==> src/inc/ppmc_pkg.sv <==
package ppmc_pkg;

  // ==========================================================================
  // port set and geometry
  // ==========================================================================
  // port order used everywhere: 0 = P2, 1 = P3, 2 = P4, 3 = P6, 4 = P7, 5 = P8
  localparam int NUM_PORTS = 6;
  localparam int PORT_BITS = 16;
  localparam int NIB_PER_PORT = 4;
  localparam int NIB_BITS = 4;
  localparam int PIN_TOTAL = NUM_PORTS * PORT_BITS;
  localparam int NIB_TOTAL = NUM_PORTS * NIB_PER_PORT;

  // implemented pins per port; 8-bit ports keep bits 15..8 at zero
  localparam logic [15:0] PORT_MASK [NUM_PORTS] = '{
    16'hFFFF, 16'hFFFF, 16'h00FF, 16'h00FF, 16'h00FF, 16'h00FF
  };

  // ==========================================================================
  // register map (byte addresses, one aligned 32-bit word each)
  // ==========================================================================
  localparam int ADDR_W = 12;
  localparam logic [11:0] THR_OFS = 12'h000;
  localparam logic [11:0] OC_BASE = 12'h004;
  // open-drain selects live only in the extended area
  localparam logic [11:0] OD_BASE = 12'h100;
  localparam int EXT_AREA_BIT = 8;

  // ==========================================================================
  // threshold select register layout
  // ==========================================================================
  localparam int THR_W = 7;
  localparam logic [6:0] THR_RESET = 7'h00;
  // bit position of the low / high byte select per port, -1 = none
  localparam int THR_LO_POS [NUM_PORTS] = '{0, 2, 4, -1, 5, 6};
  localparam int THR_HI_POS [NUM_PORTS] = '{1, 3, -1, -1, -1, -1};

  // ==========================================================================
  // reset values and nibble field layout
  // ==========================================================================
  localparam logic [15:0] OD_RESET = 16'h0000;
  localparam logic [15:0] OC_RESET = 16'h0000;
  localparam int EDGE_LSB = 0;
  localparam int DRV_LSB = 2;

  typedef enum logic [1:0] {
    PPMC_EDGE_FAST = 2'b00,
    PPMC_EDGE_SLOW = 2'b01,
    PPMC_EDGE_RSV2 = 2'b10,
    PPMC_EDGE_RSV3 = 2'b11
  } ppmc_edge_e;

  typedef enum logic [1:0] {
    PPMC_DRV_HIGH = 2'b00,
    PPMC_DRV_DYN = 2'b01,
    PPMC_DRV_LOW = 2'b10,
    PPMC_DRV_RSV = 2'b11
  } ppmc_drive_e;

  // ==========================================================================
  // timing
  // ==========================================================================
  localparam int CLK_PERIOD_NS = 10;
  localparam int STATE_TIME_NS = 50;
  // longest time: round down, never below one cycle
  localparam int STATE_CYCLES = (STATE_TIME_NS / CLK_PERIOD_NS) < 1 ? 1 :
                                (STATE_TIME_NS / CLK_PERIOD_NS);

endpackage

==> src/logic/ppmc_nibble_decode.sv <==
// ============================================================================
// per-nibble pad setting decode
// ============================================================================
module ppmc_nibble_decode (
  input wire logic [3:0] field_in,
  output logic slow_edge_out,
  output ppmc_pkg::ppmc_drive_e drive_out
);

  logic [1:0] edge_code;
  logic [1:0] drv_code;

  assign edge_code = field_in[ppmc_pkg::EDGE_LSB +: 2];
  assign drv_code = field_in[ppmc_pkg::DRV_LSB +: 2];

  // reserved codes fall back to the reset setting, fast edge
  always_comb begin
    case (edge_code)
      ppmc_pkg::PPMC_EDGE_SLOW: slow_edge_out = 1'b1;
      default: slow_edge_out = 1'b0;
    endcase
  end

  // reserved driver code falls back to full strength
  always_comb begin
    case (drv_code)
      ppmc_pkg::PPMC_DRV_DYN: drive_out = ppmc_pkg::PPMC_DRV_DYN;
      ppmc_pkg::PPMC_DRV_LOW: drive_out = ppmc_pkg::PPMC_DRV_LOW;
      default: drive_out = ppmc_pkg::PPMC_DRV_HIGH;
    endcase
  end

endmodule

==> src/logic/ppmc_top.sv <==
//
// Behaviour
// - open-drain bit clear gives push/pull, set gives open-drain; resets clear.
// - open-drain keeps high side off; latch one floats pin, zero drives low.
// - open-drain exists on P2,P3,P4,P6,P7,P8, one bit per pin.
// - open-drain selects are decoded only in the extended register area.
// - threshold select per port byte except P6; P4,P7,P8 one bit, P2,P3 two bits.
// - low-byte bit zero gives TTL levels to pins 7..0, one hysteresis.
// - high-byte bit zero gives TTL levels to pins 15..8, one hysteresis.
// - direction and output mode work the same whatever threshold is chosen.
// - each nibble has a 2-bit edge field and a 2-bit driver field.
// - edge 00 fast, 01 slow about 60 ns, 10 and 11 reserved.
// - driver field picks high, dynamic or low current, or reserved.
// - reading an 8-bit port output control register gives zero in 15..8.
// - driver code 00 high, 01 dynamic, 10 low, 11 reserved.
// - direction one enables output buffer with latch value; zero is input.
// - every pin level is sampled into the input latch once per state time.
module ppmc_top #(
  parameter int STATE_CYC = ppmc_pkg::STATE_CYCLES
) (
  input wire logic ref_clk_in,
  input wire logic rst_in,
  input wire logic psel_in,
  input wire logic penable_in,
  input wire logic pwrite_in,
  input wire logic [11:0] paddr_in,
  input wire logic [31:0] pwdata_in,
  input wire logic [3:0] pstrb_in,
  output logic [31:0] prdata_out,
  output logic pready_out,
  output logic pslverr_out,
  input wire logic [95:0] port_latch_in,
  input wire logic [95:0] pin_direction_bit_in,
  input wire logic [95:0] pad_in,
  output logic [95:0] pad_data_out,
  output logic [95:0] pad_drive_n_out,
  output logic [95:0] hyst_sel_out,
  output logic [95:0] input_latch_out,
  output logic [23:0] slow_edge_out,
  output logic [47:0] drive_mode_out
);

  // ==========================================================================
  // storage
  // ==========================================================================
  logic [15:0] open_drain_select_reg [ppmc_pkg::NUM_PORTS];
  logic [15:0] output_drive_ctrl [ppmc_pkg::NUM_PORTS];
  logic [ppmc_pkg::THR_W-1:0] input_threshold_select;
  logic [95:0] od_flat;
  logic [95:0] next_pad_data;
  logic [95:0] next_drive_n;
  logic [95:0] next_hyst;
  logic [23:0] next_slow;
  logic [47:0] next_drive_mode;

  // ==========================================================================
  // apb decode
  // ==========================================================================
  logic setup_phase;
  logic access_done;
  logic wr_commit;
  logic hit_thr;
  logic hit_oc;
  logic hit_od;
  logic [2:0] hit_idx;
  logic [15:0] rd_val;
  logic [15:0] lane_mask;

  assign setup_phase = psel_in & ~penable_in;
  assign access_done = psel_in & penable_in & pready_out;
  assign wr_commit = access_done & pwrite_in;
  assign lane_mask = {{8{pstrb_in[1]}}, {8{pstrb_in[0]}}};

  // address match; open-drain words only answer in the extended area
  always_comb begin
    hit_thr = (paddr_in == ppmc_pkg::THR_OFS);
    hit_oc = 1'b0;
    hit_od = 1'b0;
    hit_idx = 3'h0;
    rd_val = 16'h0000;
    for (int i = 0; i < ppmc_pkg::NUM_PORTS; i++) begin
      if (paddr_in == ppmc_pkg::OC_BASE + 12'(4 * i)) begin
        hit_oc = 1'b1;
        hit_idx = 3'(i);
      end
      if (paddr_in == ppmc_pkg::OD_BASE + 12'(4 * i)) begin
        hit_od = 1'b1;
        hit_idx = 3'(i);
      end
    end
    if (hit_thr) begin
      rd_val = {9'h000, input_threshold_select};
    end else if (hit_oc) begin
      rd_val = output_drive_ctrl[hit_idx];
    end else if (hit_od) begin
      rd_val = open_drain_select_reg[hit_idx];
    end
  end

  // answer one cycle after setup: zero wait state, unmapped gives slverr
  always_ff @(posedge ref_clk_in) begin
    if (rst_in) begin
      pready_out <= 1'b0;
      prdata_out <= 32'h0000_0000;
      pslverr_out <= 1'b0;
    end else begin
      pready_out <= setup_phase;
      prdata_out <= (setup_phase && !pwrite_in) ? {16'h0000, rd_val} : 32'h0000_0000;
      pslverr_out <= setup_phase & ~(hit_thr | hit_oc | hit_od);
    end
  end

  // ==========================================================================
  // control registers
  // ==========================================================================
  // threshold select, only the defined byte bits exist
  always_ff @(posedge ref_clk_in) begin
    if (rst_in) begin
      input_threshold_select <= ppmc_pkg::THR_RESET;
    end else if (wr_commit && hit_thr && pstrb_in[0]) begin
      input_threshold_select <= pwdata_in[ppmc_pkg::THR_W-1:0];
    end
  end

  // per-port words; missing pins and nibbles of 8-bit ports never store
  for (genvar p = 0; p < ppmc_pkg::NUM_PORTS; p++) begin : g_port_regs
    always_ff @(posedge ref_clk_in) begin
      if (rst_in) begin
        open_drain_select_reg[p] <= ppmc_pkg::OD_RESET;
      end else if (wr_commit && hit_od && hit_idx == 3'(p)) begin
        open_drain_select_reg[p] <= (open_drain_select_reg[p] & ~lane_mask) |
          (pwdata_in[15:0] & lane_mask & ppmc_pkg::PORT_MASK[p]);
      end
    end

    // reserved codes are stored as written
    always_ff @(posedge ref_clk_in) begin
      if (rst_in) begin
        output_drive_ctrl[p] <= ppmc_pkg::OC_RESET;
      end else if (wr_commit && hit_oc && hit_idx == 3'(p)) begin
        output_drive_ctrl[p] <= (output_drive_ctrl[p] & ~lane_mask) |
          (pwdata_in[15:0] & lane_mask & ppmc_pkg::PORT_MASK[p]);
      end
    end
  end

  // ==========================================================================
  // pad driver and threshold steering
  // ==========================================================================
  for (genvar p = 0; p < ppmc_pkg::NUM_PORTS; p++) begin : g_port_pads
    for (genvar b = 0; b < ppmc_pkg::PORT_BITS; b++) begin : g_pin
      localparam int PIN = p * ppmc_pkg::PORT_BITS + b;
      localparam int TPOS = (b < 8) ? ppmc_pkg::THR_LO_POS[p] : ppmc_pkg::THR_HI_POS[p];
      logic od;
      logic lat;
      logic dir;
      assign od = open_drain_select_reg[p][b];
      assign lat = port_latch_in[PIN];
      assign dir = pin_direction_bit_in[PIN] & ppmc_pkg::PORT_MASK[p][b];
      assign od_flat[PIN] = od;
      // open-drain never drives high; latch one releases the pin
      assign next_pad_data[PIN] = od ? 1'b0 : lat;
      // threshold plays no part in the drive decision
      assign next_drive_n[PIN] = ~(dir & (~od | ~lat));
      if (TPOS >= 0) begin : g_thr
        assign next_hyst[PIN] = input_threshold_select[TPOS];
      end else begin : g_no_thr
        assign next_hyst[PIN] = 1'b0;
      end
    end

    // four nibbles per port, each 2-bit edge and 2-bit driver field
    for (genvar n = 0; n < ppmc_pkg::NIB_PER_PORT; n++) begin : g_nib
      localparam int NI = p * ppmc_pkg::NIB_PER_PORT + n;
      ppmc_pkg::ppmc_drive_e drv;
      ppmc_nibble_decode u_dec (
        .field_in(output_drive_ctrl[p][n * ppmc_pkg::NIB_BITS +: ppmc_pkg::NIB_BITS]),
        .slow_edge_out(next_slow[NI]),
        .drive_out(drv)
      );
      assign next_drive_mode[2 * NI +: 2] = drv;
    end
  end

  // all pad controls leave from flops; one cycle after a register write
  always_ff @(posedge ref_clk_in) begin
    if (rst_in) begin
      pad_data_out <= 96'h0;
      pad_drive_n_out <= {96{1'b1}};
      hyst_sel_out <= 96'h0;
      slow_edge_out <= 24'h0;
      drive_mode_out <= 48'h0;
    end else begin
      pad_data_out <= next_pad_data;
      pad_drive_n_out <= next_drive_n;
      hyst_sel_out <= next_hyst;
      slow_edge_out <= next_slow;
      drive_mode_out <= next_drive_mode;
    end
  end

  // ==========================================================================
  // input sampling
  // ==========================================================================
  logic [95:0] pad_meta;
  logic [95:0] pad_sync;
  logic [15:0] state_cnt;
  logic state_tick;
  logic [95:0] impl_mask;

  for (genvar p = 0; p < ppmc_pkg::NUM_PORTS; p++) begin : g_mask
    assign impl_mask[p * 16 +: 16] = ppmc_pkg::PORT_MASK[p];
  end

  // pins are asynchronous: two flops before anything looks at them
  always_ff @(posedge ref_clk_in) begin
    if (rst_in) begin
      pad_meta <= 96'h0;
      pad_sync <= 96'h0;
    end else begin
      pad_meta <= pad_in;
      pad_sync <= pad_meta;
    end
  end

  // state-time divider, one-cycle enable
  assign state_tick = (state_cnt == 16'(STATE_CYC - 1));

  always_ff @(posedge ref_clk_in) begin
    if (rst_in) begin
      state_cnt <= 16'h0000;
    end else if (state_tick) begin
      state_cnt <= 16'h0000;
    end else begin
      state_cnt <= state_cnt + 16'h0001;
    end
  end

  // sampled regardless of direction, so an output reads back its own pin
  always_ff @(posedge ref_clk_in) begin
    if (rst_in) begin
      input_latch_out <= 96'h0;
    end else if (state_tick) begin
      input_latch_out <= pad_sync & impl_mask;
    end
  end
endmodule

==> config.mk <==
export PLATFORM = sky130hd
export DESIGN_NAME = ppmc_top
export DESIGN_NICKNAME = d
export VERILOG_FILES = /design/src/inc/ppmc_pkg.sv /design/src/logic/ppmc_nibble_decode.sv /design/src/logic/ppmc_top.sv
export SDC_FILE = /design/constraint.sdc
export NUM_CORES = 1
export LEC_CHECK = 0
export BUFFER_PORTS_ARGS = -buffer_cell sky130_fd_sc_hd__clkbuf_2
export CAP_MARGIN = 20
export CORE_AREA = 2 2 320 322
export CTS_BUF_LIST = sky130_fd_sc_hd__clkbuf_4 sky130_fd_sc_hd__clkbuf_8
export CTS_CLUSTER_DIAMETER = 80
export CTS_CLUSTER_SIZE = 10
export DETAILED_ROUTE_END_ITERATION = 10
export DIE_AREA = 0 0 322 324
export PLACE_DENSITY = 0.47
export SLEW_MARGIN = 20
export SYNTH_ARGS = -nofsm -noshare
export SYNTH_HDL_FRONTEND = slang
export SYNTH_SLANG_ARGS = --single-unit
==> constraint.sdc <==
create_clock -name ref_clk_in -period 3 [get_ports ref_clk_in]
set_input_delay 0.3 -clock ref_clk_in [delete_from_list [all_inputs] [get_ports ref_clk_in]]
set_output_delay 0.3 -clock ref_clk_in [all_outputs]
set_load 0.02 [all_outputs]
-- Word-level counts from Yosys, hierarchy flattened
Memory sizes are Yosys's and may differ from the RTL's.
Index checks and enable logic that the tools add are counted.
- bits in writable memories: 192
- output and inout bits: 490
- memories: 2
- register bits: 650
- memory list (memory ; depth ; width ; read ports ; clocked after memory_dff ; wr ports ; RTL line ; text):
    open_drain_select_reg ; 6 ; 16 ; 7 ; 0 ; 6 ; ppmc_top.sv:46 ; logic [15:0] open_drain_select_reg [ppmc_pkg::NUM_PORTS];
    output_drive_ctrl ; 6 ; 16 ; 7 ; 0 ; 6 ; ppmc_top.sv:47 ; logic [15:0] output_drive_ctrl [ppmc_pkg::NUM_PORTS];
- mux-type cells: 123
- equality and inequality tests: 90
- reduce and logical (&&, ||, !) cells: 119
- add/subtract/negate cells: 1
- bitwise operators: 368
- operators with widths (kind ; number):
    16-bit 2-to-1 mux ; 14
    16-bit AND ; 13
    2-bit OR reduction ; 98
    1-bit inverter ; 195
    16-bit by 8-bit OR with 16-bit output ; 8
    2-bit by 1-bit == test with 1-bit output, second input constant ; 48
    2-bit one-hot mux with 2 select lines ; 24
    1-bit OR ; 78
    1-bit 2-to-1 mux ; 76
    12-bit by 9-bit == test with 1-bit output, second input constant ; 6
    1-bit AND ; 69
    16-bit OR ; 4
    2-bit == test, second input constant ; 24
    12-bit by 5-bit == test with 1-bit output, second input constant ; 3
    12-bit by 4-bit == test with 1-bit output, second input constant ; 2
    1-bit logical AND ; 17
    16-bit by 1-bit adder with 16-bit output, second input constant ; 1
    16-bit by 3-bit == test with 1-bit output, second input constant ; 1
    16-bit inverter ; 1
    12-bit by 3-bit == test with 1-bit output, second input constant ; 1
    12-bit logical NOT ; 1
    3-bit 2-to-1 mux ; 4
    2-bit 2-to-1 mux ; 4
    7-bit 2-to-1 mux ; 1
    other kinds (6) ; 8

-- Depth between registers and ports, before layout
- depth after elaboration: 17
- gate-level depth with buffers: 9

-- Hierarchy
A second synthesis with hierarchy kept.
- cells, all modules: 2390
- area total of the unflattened synthesis: 25473.2 µm²
- by module, submodules not included (module ; area an instance (µm²) ; cells an instance ; instances):
    ppmc_top ; 24962.7 ; 2318 ; 1
    ppmc_nibble_decode ; 21.3 ; 3 ; 24

-- Least setup slack after synthesis
No wires, ideal clock.
- path type: input to register
- from: input port paddr_in[2]
- to: memory open_drain_select_reg[1][0] (enable)
- buffers on the path: 2
- required time: 2608 ps
- data arrival time: 2320 ps
- setup slack: 287 ps
- cell stages on the path: 6
- setup time: 392 ps
- path through: clkbuf_1 nor3b_1 o211ai_1 or2_2 clkbuf_1 o21bai_1
- RTL lines (element ; RTL line ; text):
    start, declared ; ppmc_top.sv:26 ; input wire logic [11:0] paddr_in,
    end, declared ; ppmc_top.sv:46 ;

-- Worst setup path in the final report
- from: input port penable_in
- to: register prdata_out[11]
- longest elaborated chain between the ends: 5
- RTL lines (element ; RTL line ; text):
    start, declared ; ppmc_top.sv:24 ; input wire logic penable_in,
    1-bit inverter ; ppmc_top.sv:69 ; assign setup_phase = psel_in & ~penable_in;
    1-bit AND ; ppmc_top.sv:69 ;
    1-bit logical AND ; ppmc_top.sv:108 ; prdata_out <= (setup_phase && !pwrite_in) ? {16'h0000, rd_val} : 32'h0000_0000;
    1-bit inverter (no line) ; n/a ;
    3-bit OR reduction (no line) ; n/a ;
    end signal, assigned ; ppmc_top.sv:108 ;
    end, declared ; ppmc_top.sv:29 ; output logic [31:0] prdata_out,
No other way between the ends.
A chain may end at the register's enable or synchronous reset.

==> results by group <==
Die
  – CORE AREA: 101000 um2
  – Die area: approximately 100000 um2
  – Ports: 831
  – Initial Utilization: 0.2475
  – Rows: 117
  – Die Wd: ~320 um
  – Die height: 324 um

Power
  – Leak pwr: 0.01368 uW
  – Logic pwr share: 0.097
  – Seq pwr share: 0.549
  – Sw Ratio: 0.2602
  – Int Power: 13120 uW
  – Clock Power Share: 0.354
  – Power Density: around 520 nW/um2
  – VDD IR max: 0.0002868 V
  – Switch Pwr: 4614 uW

Logic synthesis
  – Most frequent cell after synthesis: dfxtp_1
  – Sequential area share after synthesis: 0.6086
  – Post-synth top area share: 0.3780
  – Cells after Synth: 2310
  – Combinational family with the most area after synthesis: simple AND/OR/NAND/NOR gates
  – Synth Area in XOR/XNOR: 0.004905
  – Async set-reset flop share out of synthesis: 0
  – Ranking of synthesized cells by area: dfxtp_1, edfxtp_1, nor3b_1
  – Adder and majority gate portion of the synthesized area: 0.001001
  – Syn. warnings: 0
  – Number of synthesized flops with an enable pin: 192
  – Simple-gate portion of the synthesized area: 0.2186
  – Post-synth top area cell: dfxtp_1
  – Seq cells post-synth: about 660
  – Top FF cell, synth: dfxtp_1
  – Syn Std Cell Area: 25000 um2
  – Synth cell count leaders: dfxtp_1, nand2_1, a21oi_1, edfxtp_1, nor3b_1
  – Compound-Gate Fraction of Synth Area: 0.08924
  – Mean cell area of the mapped netlist: roughly 11 um2
  – Mux cell area share after synthesis: 0.006006
  – Synth unique cells: 64

Placed design
  – GP Congestion: 0.8087
  – Placed insts: around 4200
  – Number of port buffers: 628
  – Post-DP HPWL: 66.36 mm

Detailed routing
  – First-pass DRT Iterations: 5
  – Vias per cell: 4.343
  – Final WL: 90.87 mm
  – Starting DRT DRC Count: 1314
  – WL/cell: 19.84 um
  – Post-route ant nets: 0
  – Via count: 19900
  – Drt drc: 0

Global route
  – Remaining global-route overflow: 0
  – Largest net degree at the start of global routing: 168
  – GRT Util Overall: 0.1663
  – Antenna violations before repair: 10
  – Vias in the first global route: approximately 19000
  – First-pass GRT wire length: ~130 mm

Worst setup path
  – R2R cell count: 7
  – Critical path data arrival time: 3010 ps
  – Critical path type: input port to flip-flop
  – Crit start category: input port
  – R2R Path End: input_threshold_select[0]
  – Critical Path Fanout Max: 7
  – CP Capture Type: flip-flop
  – Worst r2r src: pready_out
  – Critical Path RT: between 3000 and 4000 ps
  – Reg2Reg Setup Slack: around 830 ps

Hold path
  – Hold path endpoint: output_drive_ctrl[1][9]
  – Hold Crit Start: pwdata_in[9]
  – Hold Path Class: input port to flip-flop
  – WHS Path Cells: 3

Timing
  – Setup TNS: 0 ps
  – Hold Vio Cnt, Final: 0
  – Worst Skew: around 34 ps
  – RSZ-0062 raised after global routing: false
  – Slew Limit Fails: 0
  – Worst Tran Pin Value: 978.0 ps
  – Max transition margin: 0.3480
  – Final period utilization: 0.7801
  – Final Setup Violations: 0
  – Tmin final: ~2300 ps
  – Max Fclk: 0.4273 GHz

Finish
  – Area Overhead vs Synth: 35.20%
  – Finished Layout Cells: 4581
  – Fillers: 10470
  – Layout net count: 3575
  – Share of cells above drive strength 1: 0.2617

Clocking
  – CTS max path bufs: 3
  – Clk Latency, worst-skew pair: 730 ps
  – CTS sink cnt: 664
  – Inserted Clock Buffers: 79
  – Clock root buffer: clkbuf_8
  – CTS H-Tree Depth: 3
  – Postcts setup bufs: 0
  – CTS tree: built
  – Clock slew at reported path FFs: 80 ps

Status
  – Outcome: finished, final reports clean

Run
  – MaxCap Viol Count: 0
worst max-delay path by stage:
stage                                       end   startpoint  cells past startpoint
global route                     prdata_out[11]       rst_in                      8
detailed placement               prdata_out[11]  paddr_in[3]                      9
floorplan           open_drain_select_reg[1][0]  paddr_in[2]                      6
finish                           prdata_out[11]   penable_in                      8
global placement                 prdata_out[11]  paddr_in[3]                      9
CTS                              prdata_out[11]       rst_in                      8
placed cells by master, fill, tap and decap left out, drive strengths merged, types with 3 or more instances in the layout:
cell type	instances
clkinv	5
nor2	54
a21o	10
a211o	3
inv	8
a211oi	10
and2	64
nand3b	64
dfxtp	472
a21oi	215
nor4	6
and3	11
o221ai	12
mux2i	15
edfxtp	192
o31a	3
nor3	13
xnor2	5
buf	88
a22oi	13
o21ai	25
nor3b	173
clkinvlp	4
nand4	9
clkbuf	735
o211ai	3
dlygate4sd3	305
nand2	247
a2bb2oi	8
nor4b	4
nor2b	137
o21bai	12
or2	3
conb	120
nand3	11
o22ai	34
nand2b	133
a221oi	12
xor2	9
area by class of cell:
| cell class | count | area (um2) | area share |
|---|---|---|---|
| clock buffers | 108 | 1324 | 0.03917 |
| repair buffers | 1020 | 7022 | 0.2078 |
| well taps | 1309 | 1638 | 0.04846 |
| diodes | 1 | 2.502 | 0.00007404 |
| inverters | 5 | 18.77 | 0.0005553 |
| clock inverters | 12 | 100.1 | 0.002962 |
| flip-flops and latches | 664 | 15210 | 0.4502 |
| multi-input cells | 1462 | 8479 | 0.2509 |
routing by layer:
layer / routed length, um / vias up / part of all wire / track usage
met5: 81 / - / 0.00089 / 0
met4: 1444 / 12 / 0.016 / 0.03998
met3: 6395 / 105 / 0.070 / 0.03915
met2: 45130 / 685 / 0.50 / 0.2863
met1: 37820 / 9603 / 0.42 / 0.2094
li1: - / 9490 / - / -
metrics by stage:
| stage | instance area, um2 | total power (uW) | util | hold slack (ps) | setup WS (ps) |
|---|---|---|---|---|---|
| finish | 33800 | 17740 | 0.3346 | 89.68 | 659.8 |
| global route | 33800 | 18560 | 0.3346 | 45.55 | 620.2 |
| CTS | 33800 | 18080 | 0.3346 | 6.240 | 812.7 |
| detailed placement | 29320 | 11360 | 0.2903 | 420.4 | 70.32 |
| global placement | 29320 | 11350 | 0.2903 | 415.2 | 81.81 |
| floorplan | 25440 | 10780 | - | 383.5 | 287.2 |
power by group through the flow:
stage | clock [uW] | combinational, uW | sequential (uW)
2_1_floorplan | 0 | 766 | 10000
3_3_place_gp | 0 | 1410 | 9940
3_5_place_dp | 0 | 1410 | 9950
4_1_cts | 6600 | 1740 | 9740
5_1_grt | 6920 | 1870 | 9770
6_report | 6280 | 1730 | 9730
worst max-delay path: stages:
cell and delay (ps):
dlygate4sd3_1 620, clkbuf_2 160, nor4b_1 290, buf_4 230, nand4_1 320, a2111oi_0 780
buf_4 220, a21o_1 80
what timing repair did:
action | CTS | global route
hold buffers | 305 | 0
endpoints found under the setup margin | 0 | 0
hold endpoints to repair | 242 | 0
resized for setup | 0 | 0
cell families (layout without fill, tap and decap cells):
logic type               Yosys count  count (layout)
AND/OR/NAND/NOR                  937             937
flip-flops                       664             664
AO/OA/AOI/OAI                    374             374
buffers and inverters            302            1145
multiplexers                      15              15
XOR/XNOR                          14              14
adder cells (fa/ha/maj)            2               2
other                              2             121
(Power assumes the default switching activity.)
